==> config.mk <==
export PLATFORM = sky130hd
export DESIGN_NAME = tfd_top
export DESIGN_NICKNAME = d
export VERILOG_FILES = /design/src/inc/tfd_pkg.sv /design/src/rtl/tfd_top.sv /design/src/rtl/tfd_ms_timer.sv
export SDC_FILE = /design/constraint.sdc
export NUM_CORES = 1
export LEC_CHECK = 0
export BUFFER_PORTS_ARGS = -buffer_cell sky130_fd_sc_hd__buf_2
export CAP_MARGIN = 20
export CORE_MARGIN = 3
export CORE_UTILIZATION = 49
export CTS_BUF_LIST = sky130_fd_sc_hd__clkbuf_16
export CTS_CLUSTER_DIAMETER = 100
export CTS_CLUSTER_SIZE = 28
export DETAILED_ROUTE_END_ITERATION = 16
export PLACE_DENSITY = 0.72
export SLEW_MARGIN = 15
export SYNTH_ARGS = -nofsm -noshare
export SYNTH_HDL_FRONTEND = slang
export SYNTH_HIERARCHICAL = 1
export SYNTH_SLANG_ARGS = --single-unit
==> constraint.sdc <==
create_clock -name CLK -period 8.1 [get_ports CLK]
set_input_delay 1.215 -clock CLK [delete_from_list [all_inputs] [get_ports CLK]]
set_output_delay 1.215 -clock CLK [all_outputs]
set_load 0.05 [all_outputs]
==> src/inc/tfd_pkg.sv <==
// Purpose: shared constants and types of tfd
// Assumes: 100 MHz clock, AXI4-Lite register access with 32-bit data
// Notes:   times kept in ms, converted to cycles
package tfd_pkg;
    // ----------------------------------------------------------------
    // timing
    // ----------------------------------------------------------------
    localparam int CLK_PERIOD_NS  = 10;
    localparam int MS_IN_NS       = 1000000;
    localparam int CYCLES_PER_MS  = MS_IN_NS / CLK_PERIOD_NS;
    localparam int QUAL_MIN_MS    = 1;
    localparam int QUAL_MAX_MS    = 500;
    localparam int PULSE_MIN_MS   = 1;
    localparam int PULSE_MAX_MS   = 100;

    // ----------------------------------------------------------------
    // register map (byte offsets)
    // ----------------------------------------------------------------
    localparam logic [7:0] OFS_CTRL   = 8'h00;
    localparam logic [7:0] OFS_QUAL   = 8'h04;
    localparam logic [7:0] OFS_PULSE  = 8'h08;
    localparam logic [7:0] OFS_STATUS = 8'h0C;
    localparam logic [7:0] OFS_FORCE  = 8'h10;

    // control register fields
    localparam int CTRL_FILTER_EN  = 0;
    localparam int CTRL_EDGE_OFF   = 1;
    localparam int CTRL_PULSE_MODE = 2;
    localparam int CTRL_TEST_MODE  = 3;
    // status register fields
    localparam int STAT_EXT_TRIGGER_IN_IN    = 0;
    localparam int STAT_LOCK_IN    = 1;
    localparam int STAT_DONE_IN    = 2;
    localparam int STAT_DONE_OUT   = 3;
    localparam int STAT_EXT_TRIGGER_IN_QUAL  = 4;
    // force register field
    localparam int FORCE_DONE      = 0;

    // reset values
    localparam logic [8:0] QUAL_RESET  = 9'h001;
    localparam logic [6:0] PULSE_RESET = 7'h0A;

    // settings image in the store
    localparam int NV_FILTER_EN  = 0;
    localparam int NV_EDGE_OFF   = 1;
    localparam int NV_PULSE_MODE = 2;
    localparam int NV_QUAL_LSB   = 4;
    localparam int NV_PULSE_LSB  = 13;

    // bus responses
    localparam logic [1:0] RESP_OKAY   = 2'h0;
    localparam logic [1:0] RESP_SLVERR = 2'h2;

    // ----------------------------------------------------------------
    // state of the top module
    // ----------------------------------------------------------------
    typedef struct packed {
        logic        awready;
        logic        wready;
        logic        bvalid;
        logic [1:0]  bresp;
        logic        aw_got;
        logic        w_got;
        logic [7:0]  waddr;
        logic [31:0] wdata;
        logic [3:0]  wstrb;
        logic        arready;
        logic        rvalid;
        logic [1:0]  rresp;
        logic [31:0] rdata;
        logic        filter_en;
        logic        edge_off;
        logic        pulse_mode;
        logic        test_mode;
        logic        force_done;
        logic [8:0]  qual_ms;
        logic [6:0]  pulse_ms;
        logic        ext_trigger_in_prev;
        logic        done;
        logic        done_pin;
        logic        start;
        logic        nv_save;
        logic [31:0] nv_data;
    } tfd_state_type;

    // state of the millisecond timer
    typedef struct packed {
        logic [31:0] presc;
        logic [8:0]  ms;
        logic        expired;
    } tfd_timer_type;
endpackage : tfd_pkg

==> src/rtl/tfd_top.sv <==
// Purpose: trigger filter and done output, AXI4-Lite registers
// Assumes: inputs synchronous to CLK; settings image held by an outside store
// Notes:   lower CYCLES_PER_MS in simulation to shorten timing
`timescale 1ns/1ps
`default_nettype none
module tfd_top #(
    parameter int CYCLES_PER_MS = tfd_pkg::CYCLES_PER_MS
) (
    // clock and reset
    input  wire logic        CLK,
    input  wire logic        RST,
    // axi4-lite write address and data
    input  wire logic        S_AXI_AWVALID,
    output logic             S_AXI_AWREADY,
    input  wire logic [7:0]  S_AXI_AWADDR,
    input  wire logic [2:0]  S_AXI_AWPROT,
    input  wire logic        S_AXI_WVALID,
    output logic             S_AXI_WREADY,
    input  wire logic [31:0] S_AXI_WDATA,
    input  wire logic [3:0]  S_AXI_WSTRB,
    // axi4-lite write response
    output logic             S_AXI_BVALID,
    input  wire logic        S_AXI_BREADY,
    output logic [1:0]       S_AXI_BRESP,
    // axi4-lite read
    input  wire logic        S_AXI_ARVALID,
    output logic             S_AXI_ARREADY,
    input  wire logic [7:0]  S_AXI_ARADDR,
    input  wire logic [2:0]  S_AXI_ARPROT,
    output logic             S_AXI_RVALID,
    input  wire logic        S_AXI_RREADY,
    output logic [31:0]      S_AXI_RDATA,
    output logic [1:0]       S_AXI_RRESP,
    // external contact inputs
    input  wire logic        EXT_TRIGGER_IN,
    input  wire logic        PANEL_LOCK_IN,
    // measurement engine
    input  wire logic        MEASURE_DONE_IN,
    output logic             MEASURE_START,
    // end-of-measurement output line, high means active
    output logic             MEASURE_DONE_OUT,
    // settings store
    input  wire logic        NV_LOAD_VALID,
    input  wire logic [31:0] NV_LOAD_DATA,
    output logic             NV_SAVE,
    output logic [31:0]      NV_SAVE_DATA
);
    tfd_pkg::tfd_state_type st;
    tfd_pkg::tfd_state_type next_st;

    logic qual_expired;
    logic pulse_expired;
    logic ext_trigger_in_qual;
    logic ext_trigger_in_event;

    // ----------------------------------------------------------------
    // helpers
    // ----------------------------------------------------------------
    // offsets that answer OKAY
    function automatic logic is_mapped(input logic [7:0] addr);
        is_mapped = (addr == tfd_pkg::OFS_CTRL)  || (addr == tfd_pkg::OFS_QUAL) ||
                    (addr == tfd_pkg::OFS_PULSE) || (addr == tfd_pkg::OFS_STATUS) ||
                    (addr == tfd_pkg::OFS_FORCE);
    endfunction : is_mapped

    // clamp a ms setting to its range
    function automatic logic [8:0] clamp_ms(input logic [8:0] v, input logic [8:0] lo,
                                            input logic [8:0] hi);
        if (v < lo) begin
            clamp_ms = lo;
        end else if (v > hi) begin
            clamp_ms = hi;
        end else begin
            clamp_ms = v;
        end
    endfunction : clamp_ms

    // merge write data under byte strobes
    function automatic logic [31:0] merge(input logic [31:0] old, input logic [31:0] wd,
                                          input logic [3:0] strb);
        for (int i = 0; i < 4; i++) begin
            merge[i*8 +: 8] = strb[i] ? wd[i*8 +: 8] : old[i*8 +: 8];
        end
    endfunction : merge

    // ----------------------------------------------------------------
    // timers
    // ----------------------------------------------------------------
    // qualifying timer runs only while the raw input stays on
    tfd_ms_timer #(
        .CYCLES_PER_MS (CYCLES_PER_MS)
    ) u_qual_timer (
        .clk     (CLK),
        .rst     (RST),
        .run     (EXT_TRIGGER_IN & st.filter_en),
        .len_ms  (st.qual_ms),
        .expired (qual_expired)
    );

    // pulse width timer runs while done is high in pulse mode
    tfd_ms_timer #(
        .CYCLES_PER_MS (CYCLES_PER_MS)
    ) u_pulse_timer (
        .clk     (CLK),
        .rst     (RST),
        .run     (st.done & st.pulse_mode),
        .len_ms  ({2'h0, st.pulse_ms}),
        .expired (pulse_expired)
    );

    // qualified trigger level and the selected start edge
    assign ext_trigger_in_qual  = st.filter_en ? (EXT_TRIGGER_IN & qual_expired)
                                     : EXT_TRIGGER_IN;
    assign ext_trigger_in_event = st.edge_off ? (st.ext_trigger_in_prev & ~ext_trigger_in_qual)
                                    : (~st.ext_trigger_in_prev & ext_trigger_in_qual);

    // ----------------------------------------------------------------
    // next state
    // ----------------------------------------------------------------
    always_comb begin
        logic [31:0] ctrl_word;
        logic [31:0] word;
        logic        do_write;
        ctrl_word = '0;
        word      = '0;
        do_write  = 1'b0;
        next_st   = st;
        next_st.start   = 1'b0;
        next_st.nv_save = 1'b0;

        // write address and data, taken in either order
        if (S_AXI_AWVALID && st.awready) begin
            next_st.aw_got  = 1'b1;
            next_st.awready = 1'b0;
            next_st.waddr   = S_AXI_AWADDR;
        end
        if (S_AXI_WVALID && st.wready) begin
            next_st.w_got  = 1'b1;
            next_st.wready = 1'b0;
            next_st.wdata  = S_AXI_WDATA;
            next_st.wstrb  = S_AXI_WSTRB;
        end
        if (st.aw_got && st.w_got && !st.bvalid) begin
            do_write       = 1'b1;
            next_st.aw_got = 1'b0;
            next_st.w_got  = 1'b0;
            next_st.bvalid = 1'b1;
            next_st.bresp  = is_mapped(st.waddr) ? tfd_pkg::RESP_OKAY : tfd_pkg::RESP_SLVERR;
        end
        if (st.bvalid && S_AXI_BREADY) begin
            next_st.bvalid  = 1'b0;
            next_st.awready = 1'b1;
            next_st.wready  = 1'b1;
        end

        // register writes
        ctrl_word[tfd_pkg::CTRL_FILTER_EN]  = st.filter_en;
        ctrl_word[tfd_pkg::CTRL_EDGE_OFF]   = st.edge_off;
        ctrl_word[tfd_pkg::CTRL_PULSE_MODE] = st.pulse_mode;
        ctrl_word[tfd_pkg::CTRL_TEST_MODE]  = st.test_mode;
        if (do_write) begin
            case (st.waddr)
                tfd_pkg::OFS_CTRL: begin
                    word = merge(ctrl_word, st.wdata, st.wstrb);
                    next_st.filter_en  = word[tfd_pkg::CTRL_FILTER_EN];
                    next_st.edge_off   = word[tfd_pkg::CTRL_EDGE_OFF];
                    next_st.pulse_mode = word[tfd_pkg::CTRL_PULSE_MODE];
                    next_st.test_mode  = word[tfd_pkg::CTRL_TEST_MODE];
                    next_st.nv_save    = 1'b1;
                end
                tfd_pkg::OFS_QUAL: begin
                    word = merge({23'h0, st.qual_ms}, st.wdata, st.wstrb);
                    next_st.qual_ms = (word[31:9] != '0) ? 9'(tfd_pkg::QUAL_MAX_MS) :
                        clamp_ms(word[8:0], 9'(tfd_pkg::QUAL_MIN_MS),
                                 9'(tfd_pkg::QUAL_MAX_MS));
                    next_st.nv_save = 1'b1;
                end
                tfd_pkg::OFS_PULSE: begin
                    word = merge({25'h0, st.pulse_ms}, st.wdata, st.wstrb);
                    next_st.pulse_ms = (word[31:9] != '0) ? 7'(tfd_pkg::PULSE_MAX_MS) :
                        7'(clamp_ms(word[8:0], 9'(tfd_pkg::PULSE_MIN_MS),
                                    9'(tfd_pkg::PULSE_MAX_MS)));
                    next_st.nv_save = 1'b1;
                end
                tfd_pkg::OFS_FORCE: begin
                    word = merge({31'h0, st.force_done}, st.wdata, st.wstrb);
                    next_st.force_done = word[tfd_pkg::FORCE_DONE];
                end
                default: begin
                end
            endcase
        end

        // restore stored settings at power-up
        if (NV_LOAD_VALID) begin
            next_st.filter_en  = NV_LOAD_DATA[tfd_pkg::NV_FILTER_EN];
            next_st.edge_off   = NV_LOAD_DATA[tfd_pkg::NV_EDGE_OFF];
            next_st.pulse_mode = NV_LOAD_DATA[tfd_pkg::NV_PULSE_MODE];
            next_st.qual_ms    = clamp_ms(NV_LOAD_DATA[tfd_pkg::NV_QUAL_LSB +: 9],
                                          9'(tfd_pkg::QUAL_MIN_MS), 9'(tfd_pkg::QUAL_MAX_MS));
            next_st.pulse_ms   = 7'(clamp_ms({2'h0, NV_LOAD_DATA[tfd_pkg::NV_PULSE_LSB +: 7]},
                                          9'(tfd_pkg::PULSE_MIN_MS), 9'(tfd_pkg::PULSE_MAX_MS)));
        end

        // settings image for the store
        next_st.nv_data = '0;
        next_st.nv_data[tfd_pkg::NV_FILTER_EN]      = next_st.filter_en;
        next_st.nv_data[tfd_pkg::NV_EDGE_OFF]       = next_st.edge_off;
        next_st.nv_data[tfd_pkg::NV_PULSE_MODE]     = next_st.pulse_mode;
        next_st.nv_data[tfd_pkg::NV_QUAL_LSB +: 9]  = next_st.qual_ms;
        next_st.nv_data[tfd_pkg::NV_PULSE_LSB +: 7] = next_st.pulse_ms;

        // read channel
        if (S_AXI_ARVALID && st.arready) begin
            next_st.arready = 1'b0;
            next_st.rvalid  = 1'b1;
            next_st.rresp   = is_mapped(S_AXI_ARADDR) ? tfd_pkg::RESP_OKAY
                                                      : tfd_pkg::RESP_SLVERR;
            next_st.rdata   = '0;
            case (S_AXI_ARADDR)
                tfd_pkg::OFS_CTRL:  next_st.rdata = ctrl_word;
                tfd_pkg::OFS_QUAL:  next_st.rdata = {23'h0, st.qual_ms};
                tfd_pkg::OFS_PULSE: next_st.rdata = {25'h0, st.pulse_ms};
                tfd_pkg::OFS_FORCE: next_st.rdata = {31'h0, st.force_done};
                tfd_pkg::OFS_STATUS: begin
                    next_st.rdata[tfd_pkg::STAT_EXT_TRIGGER_IN_IN]   = EXT_TRIGGER_IN;
                    next_st.rdata[tfd_pkg::STAT_LOCK_IN]   = PANEL_LOCK_IN;
                    next_st.rdata[tfd_pkg::STAT_DONE_IN]   = MEASURE_DONE_IN;
                    next_st.rdata[tfd_pkg::STAT_DONE_OUT]  = st.done_pin;
                    next_st.rdata[tfd_pkg::STAT_EXT_TRIGGER_IN_QUAL] = ext_trigger_in_qual;
                end
                default: next_st.rdata = '0;
            endcase
        end
        if (st.rvalid && S_AXI_RREADY) begin
            next_st.rvalid  = 1'b0;
            next_st.arready = 1'b1;
        end

        // trigger start and done output; completion wins over any clear
        next_st.ext_trigger_in_prev = ext_trigger_in_qual;
        if (ext_trigger_in_event && !st.test_mode) begin
            next_st.start = 1'b1;
        end
        if (MEASURE_DONE_IN) begin
            next_st.done = 1'b1;
        end else if (!st.pulse_mode && ext_trigger_in_event) begin
            next_st.done = 1'b0;
        end else if (st.pulse_mode && pulse_expired) begin
            next_st.done = 1'b0;
        end
        next_st.done_pin = next_st.test_mode ? next_st.force_done : next_st.done;
    end

    // ----------------------------------------------------------------
    // state register
    // ----------------------------------------------------------------
    always_ff @(posedge CLK or posedge RST) begin
        if (RST) begin
            st          <= '0;
            st.awready  <= 1'b1;
            st.wready   <= 1'b1;
            st.arready  <= 1'b1;
            st.qual_ms  <= tfd_pkg::QUAL_RESET;
            st.pulse_ms <= tfd_pkg::PULSE_RESET;
        end else begin
            st <= next_st;
        end
    end

    // outputs straight from the state register
    assign S_AXI_AWREADY    = st.awready;
    assign S_AXI_WREADY     = st.wready;
    assign S_AXI_BVALID     = st.bvalid;
    assign S_AXI_BRESP      = st.bresp;
    assign S_AXI_ARREADY    = st.arready;
    assign S_AXI_RVALID     = st.rvalid;
    assign S_AXI_RDATA      = st.rdata;
    assign S_AXI_RRESP      = st.rresp;
    assign MEASURE_START    = st.start;
    assign MEASURE_DONE_OUT = st.done_pin;
    assign NV_SAVE          = st.nv_save;
    assign NV_SAVE_DATA     = st.nv_data;
endmodule : tfd_top
`default_nettype wire

==> src/rtl/tfd_ms_timer.sv <==
// Purpose: millisecond timer for qualifying and pulse width
// Assumes: len_ms is at least one
// Notes:   counting restarts from zero whenever run drops
`timescale 1ns/1ps
`default_nettype none
module tfd_ms_timer #(
    parameter int CYCLES_PER_MS = tfd_pkg::CYCLES_PER_MS
) (
    // clock and reset
    input  wire logic       clk,
    input  wire logic       rst,
    // control
    input  wire logic       run,
    input  wire logic [8:0] len_ms,
    // result
    output logic            expired
);
    tfd_pkg::tfd_timer_type st;
    tfd_pkg::tfd_timer_type next_st;

    // count ms while run is held, then flag expiry
    always_comb begin
        next_st = st;
        if (!run) begin
            next_st = '0;
        end else if (!st.expired) begin
            if (st.presc == 32'(CYCLES_PER_MS - 1)) begin
                next_st.presc = '0;
                next_st.ms    = st.ms + 9'h001;
                if (st.ms + 9'h001 == len_ms) begin
                    next_st.expired = 1'b1;
                end
            end else begin
                next_st.presc = st.presc + 32'h00000001;
            end
        end
    end

    // state register
    always_ff @(posedge clk or posedge rst) begin
        if (rst) begin
            st <= '0;
        end else begin
            st <= next_st;
        end
    end

    assign expired = st.expired;
endmodule : tfd_ms_timer
`default_nettype wire

### After elaboration in Yosys (flattened, before gate mapping)

Cells that the tools add are included.

| cells by class | value |
|---|---|
| shift-type cells | 0 |
| order comparisons | 8 |
| $add $sub $neg | 4 |
| divide/modulo/power cells | 0 |
| bitwise logic cells | 7 |
| reduce and logical (&&, ||, !) cells | 34 |
| equality and inequality tests | 16 |
| multiply operators | 0 |
| multiplexer cells | 57 |

Operators with widths:

| kind | count |
|---|---|
| $mux W42 | 4 |
| $add A32 B1 Y32 const B | 2 |
| $eq A32 B17 Y1 const B | 2 |
| $mux W32 | 2 |
| $mux W9 | 6 |
| $mux W8 | 6 |
| $reduce_bool A23 Y1 | 2 |
| $mux W7 | 6 |
| $mux W36 | 1 |
| $eq A8 B4 Y1 const B | 4 |
| $lt A9 B1 Y1 const B | 3 |
| $pmux W5 S5 | 1 |
| $mux W21 | 1 |
| $mux W10 | 2 |
| $add A9 B1 Y9 const B | 2 |
| $gt A9 B9 Y1 const B | 2 |
| $mux W1 | 18 |
| $eq A8 B3 Y1 const B | 2 |
| $eq A8 B5 Y1 const B | 2 |
| $logic_not A8 Y1 | 2 |
| $mux W16 | 1 |
| $reduce_bool A2 Y1 | 6 |
| $logic_and A1 B1 Y1 | 10 |
| $eq A9 B7 Y1 | 1 |
| other kinds (16) | 38 |

| storage, ports and cells | value |
|---|---|
| input port bits | 101 |
| output and inout port bits | 76 |
| bits in latches | 0 |
| logic and storage cells | 158 |
| flip-flop bits (word level) | 216 |
| bits in writable memories | 0 |
| memories | 0 |
| memory bits (read-only) | 0 |

### Depth between registers and ports, before layout

Gate-level depths: netlist of run 1.

| depth | value |
|---|---|
| depth after elaboration | 9 |
| gate-level depth with buffers | 8 |
| depth with buffers taken out | 6 |

### Modules after synthesis

Netlist of run 1, hierarchy kept.

By module, submodules not included:

| module | area each (sq um) | instances | seq. area each (sq um) | cells an instance |
|---|---|---|---|---|
| tfd_ms_timer | 2586.2 | 2 | 1051.0 | 300 |
| tfd_top | 4951.0 | 1 | 2284.7 | 468 |

### Worst setup path before layout of run 1

OpenSTA, ideal clock, no wires.

| path | value |
|---|---|
| path kind | input port to flip-flop |
| from | in NV_LOAD_VALID |
| to | reg st (netlist bit NV_SAVE_DATA[16]) |
| required time | 7.979 ns |
| library setup time | 0.121 ns |
| arrival | 2.510 ns |
| path buffers | 1 |
| stages | 6 |
| slack | 5.470 ns |
| cells stage by stage | nor4b_1 -> or4b_1 -> clkbuf_1 -> nor3b_1 -> a32oi_1 -> o311ai_1 |

RTL lines:

| item | RTL line | RTL |
|---|---|---|
| start, declared | tfd_top.sv:43 | `input wire logic NV_LOAD_VALID,` |
| end signal, assigned | tfd_top.sv:267 | `st <= next_st;` |
| end, declared | tfd_top.sv:48 | `tfd_pkg::tfd_state_type st;` |

==> flow_summary.ini, run 1 <==
[detailed_routing]
drc = 0
wl_per_cell_um = 17.5
first_pass_iters = 5
drtAntennaViolNets = 0
vias = 8377
dr.first_iter.drc_count = 593
vias_per_cell = 5.90
routed_wl_um = 24800

[clock_tree]
cts_buffers = 17
cts_max_level = 4
tritoncts = done
clockRootBuffer = clkbuf_16
clock_path_buffers = 2
numClockSinks = 175
ctsHoldBuffers = 0
post_cts_buffers = 0
clkTransAtPathRegs_ps = 70
clkLatencyLatePin_ps = 430
cts.repair.resized = 0

[layout]
syn_to_final_growth_pct = 10.6
diodes = 0
final_cell_mix = 169 x dfrtp_1, 119 x buf_2, 102 x nand2_1, 63 x nor2_1, 55 x a21oi_1
multi_input_area_um2 = 5100
post-route-util_pct = 56.4
drive_above_1_share_pct = 20.8
regArea_um2 = 4390
num-nets-final = 1246
fill_cells = 1762
final_common_cell = dfrtp_1

[die]
core_area_um2 = 19800
dieArea_um2 = 22400
die_h_um = 150
start_util_pct = 51.0
dieWidth_um = 150
num_rows = 51
num_io_pins = 177

[global_route]
grt_use_total_pct = 22.4
grt_pass1_vias = 8011
grt_util_met3_pct = 5.48
grt_max_degree = 80
met1_usage_pct = 30.6
gr-usage-met2_pct = 35.3
gr-total-overflow = 0
busiest_layer = met2
grt_antenna_before_repair = 1
grt_pass1_wl_um = 40500

[critical_path]
arrival_ps = 3010
crit_path_end = NV_SAVE_DATA[16]$_DFF_PP0_
r2r_slack_ps = 5450
worstSetupPathType = primary input to flip-flop
startpoint = NV_LOAD_VALID
worstPathMaxFanout = 29
required_ps = 8400
start_kind = primary input
slowest_stage = or4b_1
r2r-end = u_pulse_timer/st[30]$_DFFE_PP0P_
cp_top_family = simple AND/OR/NAND/NOR gates
r2r_cells = 6
slowest_delay_ps = 580
cp_cell_sequence = buf_2 > nor4b_1 > or4b_1 > nor3b_1 > a32oi_1 > o311ai_1
critical_path_depth = 6
r2r_start = u_pulse_timer/st[10]$_DFFE_PP0P_
crit_buf_inv = 1
cp-end-kind = flip-flop

[synthesis]
netlist_instances = 1068
syn_area_um2 = 10100
ys_ff_latch = 175
netlist-cell-type-count = 66
synth_edf_count = 0
yosys_warnings = 6
synthFlopType = dfrtp_1
yosysSeqAreaShare_pct = 43.3
syn_avg_cell_area_um2 = 9.48
async_reset_ff_share_pct = 100

[timing]
setup_viol = 0
maxSlewViolCount = 0
rsz0062_at_grt = no
finalSetupTns_ps = 0
timing.fmax_mhz = 369
clock_skew_ps = 8.75
hold_viol = 0
relSlewSlack_pct = 26.0
min_period_ps = 2710
worst_slew_pin_slew_ps = 1100
period_share_pct = 33.4

[worst_hold_path]
hold_path_class = flip-flop to flip-flop

[run]
drv_cap = 0

[power]
p_switching_w = 0.000912
internal-power_w = 0.00171
power_frac_clock_pct = 31.5
p_seq_share_pct = 44.5
powerDensity_nw_per_um2 = 234
total_power_w = 0.00263
p_leak_nw = 4.72
switching_share_pct = 34.7
vdd_drop_max_uv = 190
combPwrFrac_pct = 23.9

[placed_design]
gp_congestion = 0.833
place.detailed.hpwl_um = 17000
port_buffers = 119

[outcome]
status = completed
-- synth_stat cells (8+ instances only) --
| master | instances | area share [%] |
|---|---|---|
| o31ai_1 | 21 | 1.6 |
| nor2_1 | 63 | 2.3 |
| and2_1 | 12 | 0.74 |
| xor2_1 | 28 | 2.4 |
| o21ai_0 | 49 | 2.4 |
| nand2_1 | 102 | 3.8 |
| nor3b_1 | 11 | 0.82 |
| and3_1 | 10 | 0.62 |
| dfrtp_1 | 169 | 42 |
| or4_1 | 29 | 2.2 |
| xnor2_1 | 24 | 2.1 |
| a22oi_1 | 8 | 0.59 |
| mux2_2 | 50 | 5.6 |
| nor3_1 | 43 | 2.1 |
| nand4_1 | 36 | 2.2 |
| nor2b_1 | 9 | 0.56 |
| mux2i_1 | 23 | 2.3 |
| o21a_1 | 12 | 0.89 |
| or3_1 | 12 | 0.74 |
| nor4_1 | 23 | 1.4 |
| nand3_1 | 37 | 1.8 |
| a31oi_1 | 11 | 0.68 |
| a21oi_1 | 55 | 2.7 |
| clkbuf_1 | 38 | 1.4 |
| inv_1 | 24 | 0.89 |
| buf_4 | 69 | 5.1 |
| nand2b_1 | 9 | 0.56 |
-- final cells by class --
type | instances | area share (%)
Multi-Input combinational cell | 793 | 45.5
Sequential cell | 175 | 39.2
Timing Repair Buffer | 130 | 6.19
Clock buffer | 17 | 3.80
Tap cell | 265 | 2.96
Clock inverter | 15 | 1.53
Inverter | 24 | 0.827
-- power groups by stage --
stage | clock network [W] | registers, W | logic, W
after floorplan | 0 | 0.00115 | 0.000509
after global placement | 0 | 0.00119 | 0.000585
after detailed placement | 0 | 0.00120 | 0.000599
after CTS | 0.000846 | 0.00118 | 0.000603
after global routing | 0.000887 | 0.00119 | 0.000682
final | 0.000828 | 0.00117 | 0.000628
-- registers in the layout, summed over array words and instances, names as in the netlist --
register	flops
u_pulse_timer/st	41
S_AXI_ARREADY	1
NV_SAVE_DATA	8
S_AXI_WREADY	1
MEASURE_START	1
u_qual_timer/st	41
NV_SAVE	1
S_AXI_RVALID	1
u_qual_timer/expired	1
S_AXI_BVALID	1
S_AXI_AWREADY	1
S_AXI_RRESP	1
MEASURE_DONE_OUT	1
S_AXI_RDATA	9
st	64
u_pulse_timer/expired	1
S_AXI_BRESP	1
-- through the flow --
stage          worst slack [ps]  hold WS, ps  std cells  cell area [um2]
2_1_floorplan              4530          420       1107            10300
3_3_place_gp               4990          463       1385            10600
3_5_place_dp               4940          463       1385            10600
4_1_cts                    5270          479       1417            11200
5_1_grt                    5210          495       1419            11200
6_report                   5390          479       1419            11200
-- worst register-to-register path: cells and delay by family, from the launching register on --
family | cells | cell delay (ps)
AND/OR/NAND/NOR | 4 | 1820
adder cells (fa/ha/maj) | 1 | 190
AO/OA/AOI/OAI | 1 | 150
flip-flops | 1 | 410
-- metal layers --
| layer | share of wire (%) | up-vias |
|---|---|---|
| met2 | 46 | 316 |
| met5 | 0.052 | - |
| met3 | 7.3 | 52 |
| li1 | - | 3963 |
| met1 | 44 | 4044 |
| met4 | 2.4 | 2 |
-- worst min-delay path by stage --
| stage | startpoint | end | slack, ps | cells after the start |
|---|---|---|---|---|
| finish | S_AXI_RDATA[5]$_DFFE_PP0P_ | S_AXI_RDATA[5]$_DFFE_PP0P_ | 480 | 2 |
| global route | S_AXI_RDATA[5]$_DFFE_PP0P_ | S_AXI_RDATA[5]$_DFFE_PP0P_ | 490 | 2 |
| CTS | S_AXI_RDATA[5]$_DFFE_PP0P_ | S_AXI_RDATA[5]$_DFFE_PP0P_ | 480 | 2 |
| detailed placement | S_AXI_RDATA[5]$_DFFE_PP0P_ | S_AXI_RDATA[5]$_DFFE_PP0P_ | 460 | 2 |
| global placement | S_AXI_RDATA[0]$_DFFE_PP0P_ | S_AXI_RDATA[0]$_DFFE_PP0P_ | 460 | 2 |
| floorplan | st[54]$_DFF_PP0_ | MEASURE_START$_DFF_PP0_ | 420 | 1 |
-- kinds of logic (layout without fill, tap and decap cells) --
family	after synthesis	in the layout	synth area share (%)
simple gates	428	428	23.1
compound gates	191	191	11.8
flops	175	175	43.3
buf+inv	139	186	7.91
mux	78	78	8.80
xor+xnor	52	52	4.50
fa+ha+maj	4	4	0.494
other cells	1	40	0.0370
Power figures use the tool's default switching activity.
==> run 2: changes to the inputs <==
PLACE_DENSITY = 0.75   (was 0.72)
clock period = 2.4 ns   (was 8.1 ns; I/O delays follow)
==> run 2 against run 1 <==
Against the previous run:
- clock power grew to 3.4 times the previous value
- die area is the same
- critical path depth is the same
- register-to-register slack lost 5400 ps
- hold slack lost 380 ps
- sequential power grew to 3.4 times the previous value
- design area grew 3.9%
- critical path type is now flip-flop to flip-flop
- critical endpoint is now u_qual_timer/st[7]$_DFFE_PP0P_
- largest cell class unchanged
- largest power group unchanged
==> flow_summary.ini, run 2 (synthesis results as in run 1) <==
[detailed_routing]
first_pass_iters = 5
routed_wl_um = 25500
route.met2.wl_um = 11700
drc = 0
wl_per_cell_um = 17.3
vias_per_cell = 5.82
drtAntennaViolNets = 0
routed.top_layer = met4
drt-met1-wl_um = 11100
wl_met3_um = 2020
dr.first_iter.drc_count = 693
vias = 8578

[timing]
maxSlewViolCount = 0
worst_slew_pin_slew_ps = 726
setup_viol = 0
timing.fmax_mhz = 433
fin_ws_ps = 91.0
rsz0062_at_grt = yes
hold_viol = 0
relSlewSlack_pct = 51.4
period_share_pct = 96.2
clock_skew_ps = 9.83
min_period_ps = 2310

[critical_path]
cp-end-kind = flip-flop
worstPathMaxFanout = 7
start_kind = flip-flop
worstSetupPathType = flip-flop to flip-flop
required_ps = 2750
arrival_ps = 2660

[global_route]
grt_antenna_before_repair = 0
grt_use_total_pct = 22.9
gr-total-overflow = 0
grt_pass1_wl_um = 41100
grt_pass1_vias = 8113
grt_max_degree = 49

[clock_tree]
clkTransAtPathRegs_ps = 70
tritoncts = done
cts_max_level = 4
clock_path_buffers = 2
clkLatencyLatePin_ps = 430
cts_buffers = 17
numClockSinks = 175
clockRootBuffer = clkbuf_16

[layout]
syn_to_final_growth_pct = 14.9
largest_register_ffs = 64
top_register = st
final_cell_mix = 168 x dfrtp_1, 119 x buf_2, 102 x nand2_1, 64 x buf_4, 63 x nor2_1
diodes = 0
reg_top3 = st: 64 flops, u_pulse_timer/st: 41 flops, u_qual_timer/st: 41 flops
num-nets-final = 1302
drive_above_1_share_pct = 24.6
final_common_cell = dfrtp_1
post-route-util_pct = 58.6

[power]
switching_share_pct = 34.6
vdd_drop_max_uv = 783
powerDensity_nw_per_um2 = 771
combPwrFrac_pct = 24.9
p_switching_w = 0.00310
p_leak_nw = 4.98
internal-power_w = 0.00586
power_frac_clock_pct = 31.2
p_seq_share_pct = 43.9

[worst_hold_path]
hold_path_class = primary input to flip-flop

[outcome]
status = completed

[die]
dieWidth_um = 150
num_rows = 51
start_util_pct = 51.0
core_area_um2 = 19800
dieArea_um2 = 22400
die_h_um = 150
num_io_pins = 177

[placed_design]
place_ws_ps = 10.2
port_buffers = 119
place.detailed.hpwl_um = 18300
gp_congestion = 0.913

[run]
drv_cap = 0
run 2: path summary, 6_finish.rpt:
path	start	to	slack, ps	cells past startpoint
max	u_qual_timer/st[10]$_DFFE_PP0P_	u_qual_timer/st[7]$_DFFE_PP0P_	90	6
min	S_AXI_ARVALID	S_AXI_ARREADY$_DFFE_PP1P_	100	2
max reg2reg	u_qual_timer/st[10]$_DFFE_PP0P_	u_qual_timer/st[7]$_DFFE_PP0P_	90	6
min reg2reg	S_AXI_RDATA[0]$_DFFE_PP0P_	S_AXI_RDATA[0]$_DFFE_PP0P_	470	2
max in group asynchronous	RST	st[44]$_DFF_PP1_	1180	4
min in group asynchronous	RST	S_AXI_RDATA[3]$_DFFE_PP0P_	500	3
run 2: what timing repair did:
| item | 4_1_cts | 5_1_grt |
|---|---|---|
| pin swaps | 1 | 3 |
| endpoints found under the hold margin | 13 | 0 |
| gates resized for setup | 0 | 8 |
| endpoints found under the setup margin | 2 | 15 |
| buffers inserted | 0 | 6 |
| cloned | 0 | 1 |
| hold buffers | 1 | 0 |
run 2: metal layers:
metal  track usage (%)  vias up
li1                  -     4061
met1              31.8     4116
met5                 0        -
met2              35.1      355
met4              8.33        0
met3              5.36       46
run 2: power groups by stage:
stage	sequential, W	combinational, W	clock, W
6_report	0.00393	0.00223	0.00279
2_1_floorplan	0.00390	0.00172	0
5_1_grt	0.00401	0.00242	0.00297
3_5_place_dp	0.00397	0.00220	0
3_3_place_gp	0.00394	0.00214	0
4_1_cts	0.00392	0.00220	0.00284
run 2: metrics by stage:
| step | std cells | total power [W] | cell area, um2 | setup TNS [ps] | hold slack, ps |
|---|---|---|---|---|---|
| 2_1_floorplan | 1107 | 0.00562 | 10300 | 0 | 420 |
| 3_3_place_gp | 1435 | 0.00609 | 10900 | 0 | 397 |
| 3_5_place_dp | 1435 | 0.00617 | 10900 | 0 | 401 |
| 5_1_grt | 1475 | 0.00941 | 11600 | -16.6 | 110 |
| 6_report | 1475 | 0.00896 | 11600 | 0 | 102 |
| 4_1_cts | 1468 | 0.00896 | 11500 | 0 | 83.2 |
run 2: layout make-up:
type	instances	area [um2]
Sequential cell	175	4390
Tap cell	265	332
Clock buffer	17	425
Fill cell	1697	8210
Inverter	24	93.8
Timing Repair Buffer	185	1110
Clock inverter	15	164
Multi-Input combinational cell	794	5120
run 2: critical path, cell delays in order (launching register included):
cell	delay [ps]
dfrtp_1	400
ha_1	210
nand4_2	140
or2_4	280
or4_4	540
or4b_1	480
a21oi_1	180
